===== config.mk =====
export PLATFORM = sky130hd
export DESIGN_NAME = bcl_loader
export DESIGN_NICKNAME = d
export VERILOG_FILES = /design/src/pkg/bcl_pkg.sv /design/src/core/bcl_loader.sv /design/src/core/bcl_sum.sv
export SDC_FILE = /design/constraint.sdc
export NUM_CORES = 1
export LEC_CHECK = 0
export ABC_AREA = 1
export BUFFER_PORTS_ARGS = -buffer_cell sky130_fd_sc_hd__buf_2
export CORE_MARGIN = 5
export CORE_UTILIZATION = 54
export CTS_BUF_LIST = sky130_fd_sc_hd__clkbuf_8 sky130_fd_sc_hd__clkbuf_16
export CTS_CLUSTER_DIAMETER = 100
export DETAILED_ROUTE_END_ITERATION = 10
export GPL_TIMING_DRIVEN = 0
export PLACE_DENSITY = 0.79
export RECOVER_POWER = 100
export SYNTH_ARGS = -nofsm -noshare
export SYNTH_HDL_FRONTEND = slang
export SYNTH_SLANG_ARGS = --single-unit
export TNS_END_PERCENT = 20

===== constraint.sdc =====
create_clock -name mclk_in -period 10.05 [get_ports mclk_in]
set_input_delay 0.5025 -clock mclk_in [delete_from_list [all_inputs] [get_ports mclk_in]]
set_output_delay 0.5025 -clock mclk_in [all_outputs]
set_load 0.03 [all_outputs]

===== src/pkg/bcl_pkg.sv =====
// Purpose: Shared constants for the boot configuration loader
// Assumes: Byte-wide external memory read port
// Notes: Offsets are absolute byte addresses or offsets inside a block
package bcl_pkg;
   localparam int ADDR_W = 16;
   localparam logic [15:0] CFG_BASE = 16'h0004;
   localparam logic [15:0] CFG_LAST = 16'h001F;
   localparam logic [4:0] OFS_SIG0 = 5'h04;
   localparam logic [4:0] OFS_SIG1 = 5'h05;
   localparam logic [4:0] OFS_SIG2 = 5'h06;
   localparam logic [4:0] OFS_SIG3 = 5'h07;
   localparam logic [4:0] OFS_HDR_PTR = 5'h0C;
   localparam logic [4:0] OFS_MODULE_CONFIG_REG = 5'h0E;
   localparam logic [4:0] OFS_BUS_INTERFACE_CONFIG = 5'h10;
   localparam logic [4:0] OFS_IO_ZONE_CONFIG = 5'h12;
   localparam logic [4:0] OFS_SZ0 = 5'h14;
   localparam logic [4:0] OFS_SZ1 = 5'h16;
   localparam logic [4:0] OFS_PALT = 5'h18;
   localparam logic [4:0] ENTRY_STEP = 5'h02;
   localparam logic [7:0] SIG0 = 8'hE3;
   localparam logic [7:0] SIG1 = 8'h8E;
   localparam logic [7:0] SIG2 = 8'h1C;
   localparam logic [7:0] SIG3 = 8'h71;
   localparam logic [7:0] CFG_LEN = 8'h16;
   localparam logic [7:0] HSIG0 = 8'h33;
   localparam logic [7:0] HSIG1 = 8'hCC;
   localparam logic [7:0] SIZE_BAD = 8'hFF;
   localparam logic [15:0] LABEL_NONE = 16'hFFFF;
   localparam logic [3:0] HDR_LEN = 4'h8;
   // Header field offsets
   localparam logic [3:0] HOFS_SIG0 = 4'h0;
   localparam logic [3:0] HOFS_SIG1 = 4'h1;
   localparam logic [3:0] HOFS_SIZE = 4'h2;
   localparam logic [3:0] HOFS_CRIS_LO = 4'h4;
   localparam logic [3:0] HOFS_CRIS_HI = 4'h5;
   localparam logic [3:0] HOFS_ENTRY_LO = 4'h6;
   localparam logic [3:0] HOFS_ENTRY_HI = 4'h7;
   localparam int SIZE_SHIFT = 8;
   // Module config bit positions; bits 0 to 2 from memory, MC_EXM16 from strap
   localparam int MC_CLOCK_OUTPUT_ENABLE = 0;
   localparam int MC_EXTERNAL_IO_ENABLE = 1;
   localparam int MC_ADDR_LINE15_ENABLE = 2;
   localparam int MC_EXM16 = 3;
   localparam logic [15:0] MC_KEEP = 16'h0007;
   localparam int BW_BIT = 7;
   localparam logic [7:0] ST_FAIL_EXT = 8'h01;
   localparam logic [7:0] ST_FAIL_FW = 8'h02;
endpackage

===== src/core/bcl_loader.sv =====
// Purpose: Boot loader FSM reading config block and firmware header
// Assumes: Memory answers mem_valid_in some cycles after mem_req_out
// Notes: Recovery command handling itself lives outside this block
`timescale 1ns/1ps
// Function
// - Fetch the configuration block from bytes 0004h to 001Fh after reset.
// - Check signature bytes at offsets 4 and 5 equal E3h and 8Eh.
// - Check offsets 6 and 7 equal 1Ch and 71h, the complements.
// - Read two-byte header address from offset 12.
// - Take only clock-out, external I/O, A15 bits from offset 14.
// - Load bus, I/O zone, pin alternate config from 16, 18, 24.
// - Zone 0 config from offset 20, width bit from strap pin.
// - Boot zone config from offset 22, width bit forced 16-bit.
// - Entries are 16-bit slots stepped two bytes apart.
// - No checksum is taken over the configuration block.
// - Header must start with 33h, CCh; both verified.
// - Firmware size at header offset 2, header excluded.
// - Header plus code must sum to zero; offset 3 balances it.
// - Crisis routine label at header offset 4; FFFFh means absent.
// - Entry point label at header offset 6.
// - Size zero or FFh makes the header invalid.
// - Size counts units of 256 bytes.
// - Labels become byte addresses by shifting left one bit.
// - On corrupt firmware, raise recovery mode so the host port can send recovery commands.
// - Bad configuration signature enters external memory failure path.
// - Bad checksum enters firmware failure path, flags, awaits host.
module bcl_loader (
   input wire logic mclk_in,
   input wire logic reset_in,
   input wire logic bus_width_strap_in,
   output logic mem_req_out,
   output logic [15:0] mem_addr_out,
   input wire logic mem_valid_in,
   input wire logic [7:0] mem_data_in,
   output logic [15:0] module_config_reg_out,
   output logic [15:0] bus_interface_config_out,
   output logic [15:0] io_zone_config_out,
   output logic [15:0] static_zone0_config_out,
   output logic [15:0] boot_zone_config_out,
   output logic [15:0] pin_alt_function_enable_out,
   output logic [16:0] entry_addr_out,
   output logic [16:0] crisis_addr_out,
   output logic crisis_present_out,
   output logic boot_ok_out,
   output logic recovery_mode_out,
   output logic [7:0] fail_status_out
);
   typedef enum {
      S_CFG, S_CFG_WAIT, S_HDR, S_HDR_WAIT, S_CODE, S_CODE_WAIT,
      S_CHECK, S_DONE, S_FAIL
   } bcl_state_e;

   bcl_state_e state;
   logic strap_s1, strap_s2;
   logic [4:0] cfg_ofs;
   logic [7:0] lo_byte;
   logic [15:0] hdr_base;
   logic [3:0] hdr_ofs;
   logic [7:0] fw_size;
   logic [15:0] code_left;
   logic [15:0] code_addr;
   logic hdr_sig_ok;
   logic [15:0] crisis_lbl;
   logic [15:0] entry_lbl;
   logic sum_clear, sum_add, sum_zero;
   logic [15:0] word;

   assign word = {mem_data_in, lo_byte};

   // Signature byte test; offsets outside 4 to 7 never fail
   function automatic logic sig_bad(input logic [4:0] ofs,
         input logic [7:0] data);
      sig_bad = (ofs == bcl_pkg::OFS_SIG0 && data != bcl_pkg::SIG0) ||
                (ofs == bcl_pkg::OFS_SIG1 && data != bcl_pkg::SIG1) ||
                (ofs == bcl_pkg::OFS_SIG2 && data != bcl_pkg::SIG2) ||
                (ofs == bcl_pkg::OFS_SIG3 && data != bcl_pkg::SIG3);
   endfunction

   // Header acceptance, shared by sequencer and outcome flags
   function automatic logic hdr_valid(input logic sig_ok,
         input logic sum_ok, input logic [7:0] size);
      hdr_valid = sig_ok && sum_ok && size != 8'h00 &&
                  size != bcl_pkg::SIZE_BAD;
   endfunction

   // Strap pin is asynchronous to the core clock
   always_ff @(posedge mclk_in or posedge reset_in) begin
      if (reset_in) begin
         strap_s1 <= 1'b0;
         strap_s2 <= 1'b0;
      end else begin
         strap_s1 <= bus_width_strap_in;
         strap_s2 <= strap_s1;
      end
   end

   // Checksum over header and code only, never over config block
   assign sum_clear = (state == S_CFG);
   assign sum_add = mem_valid_in &&
                    (state == S_HDR_WAIT || state == S_CODE_WAIT);

   bcl_sum u_sum (
      .mclk_in(mclk_in),
      .reset_in(reset_in),
      .clear_in(sum_clear),
      .add_in(sum_add),
      .byte_in(mem_data_in),
      .zero_out(sum_zero)
   );

   // Main sequencer; one outstanding read at a time
   always_ff @(posedge mclk_in or posedge reset_in) begin
      if (reset_in) begin
         state <= S_CFG;
         cfg_ofs <= bcl_pkg::OFS_SIG0;
         hdr_ofs <= 4'h0;
         code_left <= 16'h0000;
         code_addr <= 16'h0000;
         mem_req_out <= 1'b0;
         mem_addr_out <= 16'h0000;
      end else begin
         mem_req_out <= 1'b0;
         unique case (state)
            S_CFG: begin
               mem_req_out <= 1'b1;
               mem_addr_out <= {11'h000, cfg_ofs};
               state <= S_CFG_WAIT;
            end
            S_CFG_WAIT: begin
               if (mem_valid_in) begin
                  if (sig_bad(cfg_ofs, mem_data_in)) begin
                     state <= S_FAIL;
                  end else if (cfg_ofs == bcl_pkg::CFG_LAST[4:0]) begin
                     state <= S_HDR;
                  end else begin
                     cfg_ofs <= cfg_ofs + 5'd1;
                     state <= S_CFG;
                  end
               end
            end
            S_HDR: begin
               mem_req_out <= 1'b1;
               mem_addr_out <= hdr_base + {12'h000, hdr_ofs};
               state <= S_HDR_WAIT;
            end
            S_HDR_WAIT: begin
               if (mem_valid_in) begin
                  if (hdr_ofs == bcl_pkg::HDR_LEN - 4'h1) begin
                     code_addr <= hdr_base + {12'h000, bcl_pkg::HDR_LEN};
                     code_left <= {fw_size, 8'h00};
                     // Bad sizes skip the code sweep; the check fails them
                     state <= (fw_size == 8'h00 ||
                               fw_size == bcl_pkg::SIZE_BAD) ?
                              S_CHECK : S_CODE;
                  end else begin
                     hdr_ofs <= hdr_ofs + 4'h1;
                     state <= S_HDR;
                  end
               end
            end
            S_CODE: begin
               mem_req_out <= 1'b1;
               mem_addr_out <= code_addr;
               state <= S_CODE_WAIT;
            end
            S_CODE_WAIT: begin
               if (mem_valid_in) begin
                  code_addr <= code_addr + 16'h0001;
                  code_left <= code_left - 16'h0001;
                  state <= (code_left == 16'h0001) ? S_CHECK : S_CODE;
               end
            end
            S_CHECK: begin
               if (hdr_valid(hdr_sig_ok, sum_zero, fw_size)) begin
                  state <= S_DONE;
               end else begin
                  state <= S_FAIL;
               end
            end
            S_DONE: state <= S_DONE;
            S_FAIL: state <= S_FAIL;
         endcase
      end
   end

   // Config entries captured as 16-bit slots, low byte first
   always_ff @(posedge mclk_in or posedge reset_in) begin
      if (reset_in) begin
         lo_byte <= 8'h00;
         hdr_base <= 16'h0000;
         module_config_reg_out <= 16'h0000;
         bus_interface_config_out <= 16'h0000;
         io_zone_config_out <= 16'h0000;
         static_zone0_config_out <= 16'h0000;
         boot_zone_config_out <= 16'h0000;
         pin_alt_function_enable_out <= 16'h0000;
      end else if (state == S_CFG_WAIT && mem_valid_in) begin
         if (!cfg_ofs[0]) begin
            lo_byte <= mem_data_in;
         end else begin
            unique case (cfg_ofs & ~5'h01)
               bcl_pkg::OFS_HDR_PTR: hdr_base <= word;
               bcl_pkg::OFS_MODULE_CONFIG_REG: begin
                  module_config_reg_out <= word & bcl_pkg::MC_KEEP;
                  module_config_reg_out[bcl_pkg::MC_EXM16] <= strap_s2;
               end
               bcl_pkg::OFS_BUS_INTERFACE_CONFIG: bus_interface_config_out <= word;
               bcl_pkg::OFS_IO_ZONE_CONFIG: io_zone_config_out <= word;
               bcl_pkg::OFS_SZ0: begin
                  static_zone0_config_out <= word;
                  static_zone0_config_out[bcl_pkg::BW_BIT] <= strap_s2;
               end
               bcl_pkg::OFS_SZ1: begin
                  boot_zone_config_out <= word;
                  boot_zone_config_out[bcl_pkg::BW_BIT] <= 1'b1;
               end
               bcl_pkg::OFS_PALT: pin_alt_function_enable_out <= word;
               default: ;
            endcase
         end
      end
   end

   // Header fields
   always_ff @(posedge mclk_in or posedge reset_in) begin
      if (reset_in) begin
         hdr_sig_ok <= 1'b1;
         fw_size <= 8'h00;
         crisis_lbl <= bcl_pkg::LABEL_NONE;
         entry_lbl <= 16'h0000;
      end else if (state == S_HDR_WAIT && mem_valid_in) begin
         unique case (hdr_ofs)
            bcl_pkg::HOFS_SIG0: begin
               hdr_sig_ok <= (mem_data_in == bcl_pkg::HSIG0);
            end
            bcl_pkg::HOFS_SIG1: begin
               hdr_sig_ok <= hdr_sig_ok &&
                             (mem_data_in == bcl_pkg::HSIG1);
            end
            bcl_pkg::HOFS_SIZE: fw_size <= mem_data_in;
            bcl_pkg::HOFS_CRIS_LO: crisis_lbl[7:0] <= mem_data_in;
            bcl_pkg::HOFS_CRIS_HI: crisis_lbl[15:8] <= mem_data_in;
            bcl_pkg::HOFS_ENTRY_LO: entry_lbl[7:0] <= mem_data_in;
            bcl_pkg::HOFS_ENTRY_HI: entry_lbl[15:8] <= mem_data_in;
            default: ;
         endcase
      end
   end

   // Final outcome outputs
   always_ff @(posedge mclk_in or posedge reset_in) begin
      if (reset_in) begin
         boot_ok_out <= 1'b0;
         recovery_mode_out <= 1'b0;
         fail_status_out <= 8'h00;
         entry_addr_out <= 17'h00000;
         crisis_addr_out <= 17'h00000;
         crisis_present_out <= 1'b0;
      end else if (state == S_CHECK) begin
         entry_addr_out <= {entry_lbl, 1'b0};
         crisis_addr_out <= {crisis_lbl, 1'b0};
         crisis_present_out <= (crisis_lbl != bcl_pkg::LABEL_NONE);
         boot_ok_out <= hdr_valid(hdr_sig_ok, sum_zero, fw_size);
         if (!hdr_valid(hdr_sig_ok, sum_zero, fw_size)) begin
            fail_status_out <= bcl_pkg::ST_FAIL_FW;
            recovery_mode_out <= 1'b1;
         end
      end else if (state == S_CFG_WAIT && mem_valid_in &&
                   sig_bad(cfg_ofs, mem_data_in)) begin
         fail_status_out <= bcl_pkg::ST_FAIL_EXT;
         recovery_mode_out <= 1'b1;
      end
   end

   // Boot success and recovery never both shown
   property p_exclusive;
      @(posedge mclk_in) disable iff (reset_in)
         !(boot_ok_out && recovery_mode_out);
   endproperty
   a_exclusive: assert property (p_exclusive)
      else $error("boot ok and recovery both set");

   property p_cfg_range;
      @(posedge mclk_in) disable iff (reset_in)
         (mem_req_out && state == S_CFG_WAIT) |->
         (mem_addr_out >= bcl_pkg::CFG_BASE &&
          mem_addr_out <= bcl_pkg::CFG_LAST);
   endproperty
   a_cfg_range: assert property (p_cfg_range)
      else $error("config fetch outside block");

   property p_boot_bw;
      @(posedge mclk_in) disable iff (reset_in)
         (state == S_HDR) |-> boot_zone_config_out[bcl_pkg::BW_BIT];
   endproperty
   a_boot_bw: assert property (p_boot_bw)
      else $error("boot zone width not 16-bit");

   property p_order;
      @(posedge mclk_in) disable iff (reset_in)
         (state == S_HDR) |-> (cfg_ofs == bcl_pkg::CFG_LAST[4:0]);
   endproperty
   a_order: assert property (p_order)
      else $error("header started out of order");

   property p_module_config_reg_mask;
      @(posedge mclk_in) disable iff (reset_in)
         (module_config_reg_out & ~16'h000F) == 16'h0000;
   endproperty
   a_module_config_reg_mask: assert property (p_module_config_reg_mask)
      else $error("stray module config bits");

   property p_size_bad;
      @(posedge mclk_in) disable iff (reset_in)
         (state == S_CHECK &&
          (fw_size == 8'h00 || fw_size == bcl_pkg::SIZE_BAD))
         |=> recovery_mode_out && !boot_ok_out;
   endproperty
   a_size_bad: assert property (p_size_bad)
      else $error("bad size accepted");

   property p_sum_bad;
      @(posedge mclk_in) disable iff (reset_in)
         (state == S_CHECK && !sum_zero) |=>
         fail_status_out == bcl_pkg::ST_FAIL_FW;
   endproperty
   a_sum_bad: assert property (p_sum_bad)
      else $error("checksum failure not flagged");

   property p_entry;
      @(posedge mclk_in) disable iff (reset_in)
         (state == S_CHECK) |=> entry_addr_out == {$past(entry_lbl), 1'b0};
   endproperty
   a_entry: assert property (p_entry)
      else $error("entry address not label shifted");

   // Config signature failure latches the external fail code
   property p_sig_fail;
      @(posedge mclk_in) disable iff (reset_in)
         (state == S_CFG_WAIT && mem_valid_in &&
          sig_bad(cfg_ofs, mem_data_in)) |=>
         (state == S_FAIL && fail_status_out == bcl_pkg::ST_FAIL_EXT);
   endproperty
   a_sig_fail: assert property (p_sig_fail)
      else $error("config signature failure not flagged");

   property p_zone0_strap;
      @(posedge mclk_in) disable iff (reset_in)
         (state == S_CFG_WAIT && mem_valid_in &&
          cfg_ofs == (bcl_pkg::OFS_SZ0 | 5'h01)) |=>
         static_zone0_config_out[bcl_pkg::BW_BIT] == $past(strap_s2);
   endproperty
   a_zone0_strap: assert property (p_zone0_strap)
      else $error("zone 0 width bit not from strap");
endmodule


===== src/core/bcl_sum.sv =====
// Purpose: Running modulo-256 checksum accumulator
// Assumes: One byte per enable pulse
// Notes: Cleared before each header check
`timescale 1ns/1ps
module bcl_sum (
   input wire logic mclk_in,
   input wire logic reset_in,
   input wire logic clear_in,
   input wire logic add_in,
   input wire logic [7:0] byte_in,
   output logic zero_out
);
   logic [7:0] acc;
   // Accumulate; wraps on purpose
   always_ff @(posedge mclk_in or posedge reset_in) begin
      if (reset_in) begin
         acc <= 8'h00;
      end else if (clear_in) begin
         acc <= 8'h00;
      end else if (add_in) begin
         acc <= acc + byte_in;
      end
   end
   assign zero_out = (acc == 8'h00);
endmodule


==> run summary, run 1 <==
Post-CTS setup-driven buffer insertion count -> 0
Sequential Power Share -> 40.3%
Hold worst-path end -> strap_s1
Class of the most critical hold timing path -> in -> reg
Total of warnings raised by yosys -> 0
Leading cell types by count after synthesis -> sky130_fd_sc_hd__nand2_1 (468), sky130_fd_sc_hd__dfrtp_1 (240), sky130_fd_sc_hd__o21ai_0 (127)
Share of synthesized cell area in full adder, half adder and majority cells -> 2.78%
Mean routed wirelength per cell -> 17.1 µm
Data required time of the worst path -> 9.69 ns
Post-layout nets -> 1714
Clock sink count -> 258
Post-Route WL -> 33900 µm
Total vias in the final route -> 10859
Setup clock skew after layout -> 0.00950 ns
Worst hold path startpoint -> bus_width_strap_in
Via count of the first global-routing pass -> 10648
Mapped Cells -> 1477
Num CTS Buffers -> 28
Area growth, synth to finish -> 14.7%
Violated checks -> max-capacitance violations, max-slew violations
Relative contribution of the clock network to total power -> 26.9%
Fill count -> 1970
Synth Flop Type -> sky130_fd_sc_hd__dfrtp_1
Type of the setup path with the least slack -> in -> async
Root Buffer Master -> sky130_fd_sc_hd__clkbuf_16
Part of the Yosys area used for sequential elements -> 52.9%
Final cycle utilization of the critical path -> 41.1%
Internal cell power -> 2220 µW
Crit path arrival time -> 3.77 ns
H-tree depth reported by CTS -> 1
Number of antenna diodes -> 0
Antenna violations before repair -> 1
Area share of the largest cell type after synthesis -> 49.0%
Sum of negative setup slack -> 0 ns
Post-layout min period -> 4.13 ns
Async set-reset flop share out of synthesis -> 100%
Hold_buf cts -> 0
Detail-routed via count per cell -> 5.48
Fraction of power spent switching nets -> 41.2%
Buf+Inv Stages, Crit Path -> 2
Combinational family with the most area after synthesis -> simple AND/OR/NAND/NOR gates
Reg-to-Reg End -> code_addr[4]
Clk slew on worst S/H paths -> 0.06 ns
Core region area -> 22500 µm²
Crit path launch type -> input pin
Highest clock rate -> 242 MHz
Clock tree from TritonCTS -> built
Post-Place Setup Slack -> 7.52 ns
Result of the run -> finished, violations left
First DRT Iteration DRCs -> 812
Mean Syn Cell Area -> 8.29 µm²
Top area cells in the synthesized netlist -> sky130_fd_sc_hd__dfrtp_1 (49%), sky130_fd_sc_hd__nand2_1 (14%), sky130_fd_sc_hd__o21ai_0 (5.2%), sky130_fd_sc_hd__dfstp_2 (3.9%), sky130_fd_sc_hd__inv_1 (3.7%)
Starting density of the core -> 54.4%
Global-route wire length before repair -> 55000 µm
Final HPWL DP -> 23800 µm
Horiz. Die Dim -> 161 µm
Count of cell types in the netlist -> 45
Startpoint of the worst register-to-register path -> state[2]
Flip-flop and latch count after synthesis -> 258
Max stage delay cell, worst path -> sky130_fd_sc_hd__clkinvlp_2
Latest clock arrival within the worst-skew pair -> 0.54 ns
Net Sw Power -> 1560 µW
Proportion of layout cells with a drive suffix above 1 -> 7.01%
Post-route worst setup slack -> 5.92 ns
Count of final max-slew check failures -> 127
Cell depth of the worst min-delay path -> 1
Cell breakdown of the critical path -> clkbuf_1 > clkinvlp_2
Maximum resistive drop on vdd -> 0.170 mV
Number of maximum-capacitance constraint violations -> 1
Total die area -> 25800 µm²
Fin util -> 62.4%
Count of cells along the worst register-to-register path -> 9
Post-synth EDFFs -> 0
Multiplexer area fraction after synthesis -> 0.0919%
CTS Buffer Depth -> 3
Final number of setup-violating endpoints -> 0
Total global routing track utilization -> 26.1%
Sum of overflow across all layers after global routing -> 0
Area of the mapped netlist -> 12200 µm²
Largest delay contributor family on the critical path -> buffers and inverters
Measured slew at the worst slew-check pin -> 5.55 ns
Slowest stage delay, CP -> 3.05 ns
Slew margin rel. -> -272%
Final weighted congestion in routability-driven placement -> 0.924
Critical path capture point type -> asynchronous set/reset pin
Top-level port count -> 170
Share of the synthesized netlist area taken by xor and xnor gates -> 1.14%
Iteration count of the initial detailed-routing pass -> 6
Number of input and output port buffers inserted -> 149
Register-to-register setup slack -> 6.96 ns
Synthesized-area fraction occupied by and/or/nand/nor cells -> 24.3%
Unrepaired setup endpoints after global routing -> false
Static power due to leakage -> 0.00667 µW
Critical-path maximum fanout -> 126
Combinational share of power -> 32.7%
Final Hold Violating Endpoints -> 0
Post-CTS Resized -> 0
Complex-gate fraction of the synthesized area -> 11.6%
Count of nets left with antenna violations after detail routing -> 0
Most used standard cell by instance count after synthesis -> sky130_fd_sc_hd__nand2_1
DRC Markers -> 0
Power density normalized to cell area -> 269 nW/µm²
Pin count of the biggest net entering global routing -> 134
Number of core rows -> 55
Yosys top cell by area -> sky130_fd_sc_hd__dfrtp_1
Overall die height -> 161 µm
per-stage QoR:
step	hold WS (ns)	instances	total power (µW)	area, µm²
after floorplan	0.331	1496	2410	12300
after global placement	0.334	1930	2790	13400
after detailed placement	0.336	1931	2830	13500
after CTS	0.0460	1982	3850	14400
after global routing	0.0544	1982	4010	14000
final	0.0607	1982	3770	14000
power groups by stage:
| stage | registers [µW] | logic [µW] | clock network (µW) |
|---|---|---|---|
| final | 1520 | 1240 | 1020 |
| after floorplan | 1730 | 687 | 0 |
| after global routing | 1550 | 1380 | 1080 |
| after global placement | 1510 | 1270 | 0 |
| after CTS | 1510 | 1310 | 1030 |
| after detailed placement | 1520 | 1310 | 0 |
layout by cell type (no fill, tap or decap), types with 3 or more instances in the layout:
master,n
sky130_fd_sc_hd__conb_1,20
sky130_fd_sc_hd__or2_2,4
sky130_fd_sc_hd__o211ai_1,11
sky130_fd_sc_hd__ha_1,24
sky130_fd_sc_hd__clkbuf_16,28
sky130_fd_sc_hd__dfstp_2,18
sky130_fd_sc_hd__o21ai_1,18
sky130_fd_sc_hd__clkbuf_1,181
sky130_fd_sc_hd__xor2_1,14
sky130_fd_sc_hd__o21ai_0,192
sky130_fd_sc_hd__clkbuf_8,3
sky130_fd_sc_hd__inv_2,3
sky130_fd_sc_hd__buf_4,20
sky130_fd_sc_hd__clkinvlp_4,4
sky130_fd_sc_hd__nor4_1,4
sky130_fd_sc_hd__nor3_1,17
sky130_fd_sc_hd__clkinv_2,7
sky130_fd_sc_hd__a31oi_1,9
sky130_fd_sc_hd__a21oi_1,28
sky130_fd_sc_hd__nand2_1,472
sky130_fd_sc_hd__nor2_1,107
sky130_fd_sc_hd__nand3_1,69
sky130_fd_sc_hd__inv_1,127
sky130_fd_sc_hd__dfrtp_1,240
sky130_fd_sc_hd__buf_2,19
sky130_fd_sc_hd__nand4_1,24
metal layers:
layer	wire (µm)	track usage, %	part of all wire (%)	up-vias
met5	12	0	0.035	-
met4	915	8.76	2.7	2
met3	3240	6.88	9.6	70
met2	15900	41.7	47	436
met1	13800	34.9	41	5203
li1	-	-	-	5148
worst max path at each step:
stage          slack [ns]            from  cells after the start                          end
2_1_floorplan        2.48        reset_in                      1                  boot_ok_out
3_3_place_gp        -0.25        reset_in                      2          crisis_addr_out[10]
3_5_place_dp         7.52  mem_data_in[1]                      9                 u_sum.acc[6]
4_1_cts              7.96      hdr_ofs[2]                      8              mem_addr_out[7]
5_1_grt              4.83        reset_in                      2        io_zone_config_out[1]
6_report             5.92        reset_in                      2  bus_interface_config_out[3]
cell families (layout without fill, tap and decap cells):
family	count (synthesis)	after routing
buffers and inverters	202	403
adders and majority gates	26	26
muxes	1	1
DFF	258	258
and+or+nand+nor	703	703
xor gates and xnor gates	16	16
AOI/OAI and AO/OA	270	270
other	1	20
final cells by class:
class | count | area, µm² | share of cell area, %
Sequential cell | 258 | 6480 | 46.1
Multi-Input combinational cell | 1036 | 4840 | 34.5
Clock buffer | 31 | 742 | 5.28
Timing Repair Buffer | 150 | 599 | 4.27
Inverter | 130 | 489 | 3.48
Buffer | 72 | 358 | 2.55
Tap cell | 285 | 357 | 2.54
Clock inverter | 20 | 179 | 1.27
Power figures use the tool's default switching activity.
==> run 2, diff against run 1 <==
==> constraint.sdc (replaced) <==
create_clock -name mclk_in -period 3.94 [get_ports mclk_in]
set_input_delay 0.197 -clock mclk_in [delete_from_list [all_inputs] [get_ports mclk_in]]
set_output_delay 0.197 -clock mclk_in [all_outputs]
set_load 0.03 [all_outputs]
==> run summary, run 2 (same netlist as run 1, synthesis figures left out) <==
Class of the most critical hold timing path -> in -> reg
Count of cells along the worst register-to-register path -> 8 (-1)
Post-Route WL -> 34400 µm (+1.6%)
Overall die height -> 161 µm (unchanged)
Total chip power -> 9670 µW (+160%)
Number of core rows -> 55 (unchanged)
Clock tree from TritonCTS -> built
Pin count of the biggest net entering global routing -> 45 (-66%)
Static power due to leakage -> 0.00671 µW (+0.62%)
Root Buffer Master -> sky130_fd_sc_hd__clkbuf_16
Final number of setup-violating endpoints -> 0 (unchanged)
Number of maximum-capacitance constraint violations -> 1 (unchanged)
Crit path arrival time -> 3.35 ns (-0.42 ns)
H-tree depth reported by CTS -> 1 (unchanged)
Number of antenna diodes -> 0 (unchanged)
Worst hold slack after final layout -> 0.0401 ns (-0.0207 ns)
Count of nets left with antenna violations after detail routing -> 0 (unchanged)
DRC Markers -> 0 (unchanged)
Detail-routed via count per cell -> 5.48 (about the same)
Buf+Inv Stages, Crit Path -> 3 (+1)
Multi-input gate area -> 4840 µm² (-0.16%)
Latest clock arrival within the worst-skew pair -> 0.54 ns (about the same)
Num CTS Buffers -> 27 (-3.6%)
Critical-path maximum fanout -> 10 (-92%)
Post-Place Setup Slack -> 1.68 ns (-5.84 ns)
Total global routing track utilization -> 26.5% (+0.38 points)
Crit path launch type -> flop
Maximum resistive drop on vdd -> 0.455 mV (+170%)
Largest delay contributor family on the critical path -> simple AND/OR/NAND/NOR gates
Commonest cells after routing, fill and taps aside -> sky130_fd_sc_hd__nand2_1 (473), sky130_fd_sc_hd__dfrtp_1 (240), sky130_fd_sc_hd__o21ai_0 (193)
Sum of negative setup slack -> 0 ns (unchanged)
Type of the setup path with the least slack -> reg -> reg
Max stage delay cell, worst path -> sky130_fd_sc_hd__clkbuf_1
Horiz. Die Dim -> 161 µm (unchanged)
Post-layout nets -> 1721 (+0.41%)
Most common cell after layout, fill and taps aside -> sky130_fd_sc_hd__nand2_1
Final Hold Violating Endpoints -> 0 (unchanged)
Cell breakdown of the critical path -> inv_1 > nor2_1 > nand2_1 > nor2_1 > inv_2 > nand2_1 > clkbuf_1 > a31oi_1
Critical path capture point type -> flop
Highest clock rate -> 336 MHz
Sequential Area -> 6480 µm² (unchanged)
Fill count -> 1984 (+0.71%)
Final cell count without fillers -> 1989 (+0.35%)
First DRT Iteration DRCs -> 954 (+17%)
Starting density of the core -> 54.4% (unchanged)
Area growth, synth to finish -> 15.4%
Clk slew on worst S/H paths -> 0.06 ns (about the same)
Power density normalized to cell area -> 684 nW/µm² (+150%)
Number of input and output port buffers inserted -> 149 (unchanged)
Via count of the first global-routing pass -> 10780 (+1.2%)
Top-level port count -> 170 (unchanged)
Global-route wire length before repair -> 55900 µm (+1.6%)
Iteration count of the initial detailed-routing pass -> 5 (-1)
Core region area -> 22500 µm² (unchanged)
CTS Buffer Depth -> 3 (unchanged)
Cell depth of the worst min-delay path -> 4 (+3)
Post-route worst setup slack -> 0.962 ns (-4.95 ns)
Slowest stage delay, CP -> 0.57 ns (-2.48 ns)
Sum of overflow across all layers after global routing -> 0 (unchanged)
Final cycle utilization of the critical path -> 75.6%
Clock sink count -> 258 (unchanged)
Violated checks -> max-capacitance violations, max-slew violations
Placed Cells -> 1936 (+0.26%)
Count of final max-slew check failures -> 30 (-76%)
Total vias in the final route -> 10890 (+0.29%)
Total die area -> 25800 µm² (unchanged)
Slew margin rel. -> -5.63% (+270 points)
Final weighted congestion in routability-driven placement -> 0.944 (+2.1%)
Mean routed wirelength per cell -> 17.3 µm (+1.2%)
Proportion of layout cells with a drive suffix above 1 -> 7.39% (+0.38 points)
Result of the run -> finished, violations left
Setup clock skew after layout -> 0.0174 ns (+0.00787 ns)
Final HPWL DP -> 24600 µm (+3.2%)
Antenna violations before repair -> 0 (-1)
Unrepaired setup endpoints after global routing -> false
Data required time of the worst path -> 4.31 ns (-5.38 ns)
Measured slew at the worst slew-check pin -> 1.58 ns (-3.97 ns)
Crit. path cell count -> 8 (+6)
Post-layout min period -> 2.98 ns
-- run 2: layer usage --
metal / part of all wire, % / GRT usage (%) / vias up / routed length [µm]
met2: 48 / 44.0 / 448 / 16400
met5: 0 / 0 / - / 0
met1: 41 / 34.9 / 5205 / 14100
met4: 2.5 / 6.88 / 0 / 851
met3: 8.8 / 6.72 / 70 / 3020
li1: - / - / 5167 / -
-- run 2: worst min-delay path: stages --
cell,delay (ns)
sky130_fd_sc_hd__buf_2,0.11
sky130_fd_sc_hd__ha_1,0.13
sky130_fd_sc_hd__nand2_1,0.05
sky130_fd_sc_hd__nand2_1,0.05
-- run 2: path summary, 6_finish.rpt --
kind                                               end  slack, ns      startpoint
max reg2reg                               code_addr[6]       0.96        state[2]
min in group asynchronous              mem_addr_out[9]       0.58        reset_in
min                                       u_sum.acc[0]       0.04  mem_data_in[0]
min reg2reg                                   strap_s2       0.36        strap_s1
max in group asynchronous  static_zone0_config_out[11]       1.43        reset_in
max                                       code_addr[6]       0.96        state[2]
-- run 2: metrics by stage --
step,util (%),instance area [µm²]
4_1_cts,64.4,14500
6_report,62.8,14100
3_5_place_dp,60.2,13500
5_1_grt,62.8,14100
2_1_floorplan,-,12300
3_3_place_gp,59.7,13400
-- run 2: report_power, final --
group,switching [µW],internal [µW]
clock network,1100,1520
registers,581,3300
logic,2310,857
-- run 2: cell type report --
class / count / area share (%)
flip-flops and latches: 258 / 45.8
multi-input cells: 1036 / 34.2
clock buffers: 30 / 5.07
repair buffers: 158 / 4.90
inverters: 130 / 3.46
plain buffers: 72 / 2.59
well taps: 285 / 2.52
clock inverters: 20 / 1.39
-- run 2: repair_timing --
action,CTS,global route
hold endpoints to repair,31,0
gates resized for setup,0,0
setup buffers,0,0
hold buffers,3,0
==> run 3, diff against run 2 <==
--- a/config.mk
+++ b/config.mk
@@ -8,7 +8,7 @@
 export ABC_AREA = 1
 export BUFFER_PORTS_ARGS = -buffer_cell sky130_fd_sc_hd__buf_2
 export CORE_MARGIN = 5
-export CORE_UTILIZATION = 54
+export CORE_UTILIZATION = 52
 export CTS_BUF_LIST = sky130_fd_sc_hd__clkbuf_8 sky130_fd_sc_hd__clkbuf_16
 export CTS_CLUSTER_DIAMETER = 100
 export DETAILED_ROUTE_END_ITERATION = 10
==> constraint.sdc (replaced) <==
create_clock -name mclk_in -period 2.7 [get_ports mclk_in]
set_input_delay 0.135 -clock mclk_in [delete_from_list [all_inputs] [get_ports mclk_in]]
set_output_delay 0.135 -clock mclk_in [all_outputs]
set_load 0.03 [all_outputs]
==> run summary, run 3 (same netlist as run 1, synthesis figures left out) <==
Crit path launch type -> flop
First DRT Iteration DRCs -> 863 (-9.5%)
Detail-routed via count per cell -> 5.38 (-1.8%)
Highest clock rate -> 440 MHz (+31%)
Latest clock arrival within the worst-skew pair -> 0.55 ns (about the same)
Final weighted congestion in routability-driven placement -> 0.973 (+3.1%)
Post-layout nets -> 1730 (+0.52%)
Count of cells along the worst register-to-register path -> 10 (+2)
H-tree depth reported by CTS -> 1 (unchanged)
Post-CTS setup-driven buffer insertion count -> 0 (unchanged)
Data required time of the worst path -> 3.08 ns (-1.23 ns)
Power density normalized to cell area -> 984 nW/µm² (+44%)
Total vias in the final route -> 10923 (+0.30%)
Cell depth of the worst min-delay path -> 2 (-2)
Global-route wire length before repair -> 55000 µm (-1.6%)
Count of final max-slew check failures -> 0 (-100%)
Total chip power -> 14100 µW (+46%)
Capture point of the critical path -> bus_interface_config_out[11]
Critical-path maximum fanout -> 10 (unchanged)
Core region area -> 23300 µm² (+3.7%)
Critical path capture point type -> flop
Unrepaired setup endpoints after global routing -> false
Number of input and output port buffers inserted -> 149 (unchanged)
Horiz. Die Dim -> 163 µm (+1.8%)
Overall die height -> 163 µm (+1.8%)
Startpoint of the worst register-to-register path -> state[0]
Slew margin rel. -> 22.2% (+28 points)
Final HPWL DP -> 24400 µm (-0.78%)
Final cycle utilization of the critical path -> 84.2% (+8.6 points)
Measured slew at the worst slew-check pin -> 1.16 ns (-0.415 ns)
CTS Buffer Depth -> 3 (unchanged)
Post-Route WL -> 34200 µm (-0.71%)
Most common cell after layout, fill and taps aside -> sky130_fd_sc_hd__nand2_1
Num CTS Buffers -> 27 (unchanged)
Number of antenna diodes -> 0 (unchanged)
Clock tree from TritonCTS -> built
Setup clock skew after layout -> 0.0259 ns (+0.00857 ns)
Antenna violations before repair -> 1 (+1)
Static power due to leakage -> 0.00681 µW (+1.5%)
Count of nets left with antenna violations after detail routing -> 0 (unchanged)
Pin count of the biggest net entering global routing -> 43 (-4.4%)
Final cell count without fillers -> 2031 (+2.1%)
DRC Markers -> 0 (unchanged)
Crit path arrival time -> 2.65 ns (-0.70 ns)
Placed Cells -> 1971 (+1.8%)
Class of the most critical hold timing path -> in -> reg
Mean routed wirelength per cell -> 16.8 µm (-2.8%)
Total global routing track utilization -> 25.7% (-0.77 points)
Register-to-register setup slack -> 0.43 ns (-0.53 ns)
Instance area after placement -> 13600 µm² (+0.46%)
Via count of the first global-routing pass -> 10669 (-1.0%)
Iteration count of the initial detailed-routing pass -> 6 (+1)
Start point of the critical path -> state[0]
Final Hold Violating Endpoints -> 0 (unchanged)
Starting density of the core -> 52.5% (-1.9 points)
Type of the setup path with the least slack -> reg -> reg
Final number of setup-violating endpoints -> 0 (unchanged)
Root Buffer Master -> sky130_fd_sc_hd__clkbuf_16
Maximum resistive drop on vdd -> 0.738 mV (+62%)
Clk slew on worst S/H paths -> 0.07 ns (about the same)
Number of core rows -> 56 (+1.8%)
Result of the run -> completed
Proportion of layout cells with a drive suffix above 1 -> 8.41% (+1.0 points)
Clock sink count -> 258 (unchanged)
Area growth, synth to finish -> 17.0%
Commonest cells after routing, fill and taps aside -> sky130_fd_sc_hd__nand2_1 (471), sky130_fd_sc_hd__dfrtp_1 (240), sky130_fd_sc_hd__o21ai_0 (192)
Reg-to-Reg End -> bus_interface_config_out[11]
Post-Place Setup Slack -> 0.526 ns (-1.16 ns)
Post-route worst setup slack -> 0.427 ns (-0.535 ns)
Sum of overflow across all layers after global routing -> 0 (unchanged)
Post-layout min period -> 2.27 ns (-0.705 ns)
Cell area after layout -> 14300 µm² (+1.4%)
Number of maximum-capacitance constraint violations -> 0 (-1)
Top-level port count -> 170 (unchanged)
Total die area -> 26700 µm² (+3.6%)
## run 3: through the flow
stage                     hold WS (ns)  utilization, %  setup TNS, ns
after floorplan                  0.166               -        -196.78
after global placement           0.243            57.7        -566.42
after detailed placement         0.219            58.3              0
after CTS                        0.192            62.7              0
after global routing             0.247            61.4              0
final                            0.233            61.4              0
## run 3: final cells by class
| type | count | area [µm²] |
|---|---|---|
| Fill cell | 2059 | 9000 |
| Sequential cell | 258 | 6480 |
| Multi-Input combinational cell | 1036 | 4890 |
| Timing Repair Buffer | 167 | 778 |
| Clock buffer | 32 | 744 |
| Inverter | 130 | 489 |
| Tap cell | 319 | 399 |
| Buffer | 72 | 384 |
| Clock inverter | 17 | 169 |
## run 3: worst min path at each step
| stage | slack, ns | to | from |
|---|---|---|---|
| after floorplan | 0.17 | strap_s1 | bus_width_strap_in |
| final | 0.23 | strap_s1 | bus_width_strap_in |
| after global routing | 0.25 | strap_s1 | bus_width_strap_in |
| after detailed placement | 0.22 | code_addr[7] | reset_in |
| after global placement | 0.24 | strap_s1 | bus_width_strap_in |
| after CTS | 0.19 | code_addr[7] | reset_in |
## run 3: what timing repair did
action	in CTS	in global routing
hold endpoints to repair	35	0
hold buffers	11	0
gates resized for setup	0	0
## run 3: worst max-delay path, stage by stage (launching register included)
cell                       delay, ns
sky130_fd_sc_hd__dfrtp_1        0.41
sky130_fd_sc_hd__clkinv_1       0.10
sky130_fd_sc_hd__nor2_1         0.15
sky130_fd_sc_hd__nand2_1        0.12
sky130_fd_sc_hd__nor2_1         0.13
sky130_fd_sc_hd__nand2_1        0.12
sky130_fd_sc_hd__nor2_1         0.36
sky130_fd_sc_hd__nand4_2        0.27
sky130_fd_sc_hd__buf_2          0.27
sky130_fd_sc_hd__nand2_1        0.08
sky130_fd_sc_hd__o21ai_0        0.08
## run 3: layer usage
metal	share of wire [%]	track usage, %	vias up
li1	-	-	5178
met1	41	34.0	5213
met2	47	41.6	448
met3	9.3	6.99	84
met4	2.9	7.93	0
met5	0	0	-
## run 3: where the power goes
| group | switching (µW) | internal, µW |
|---|---|---|
| clock network | 1550 | 2250 |
| registers | 850 | 4820 |
| logic | 3360 | 1280 |
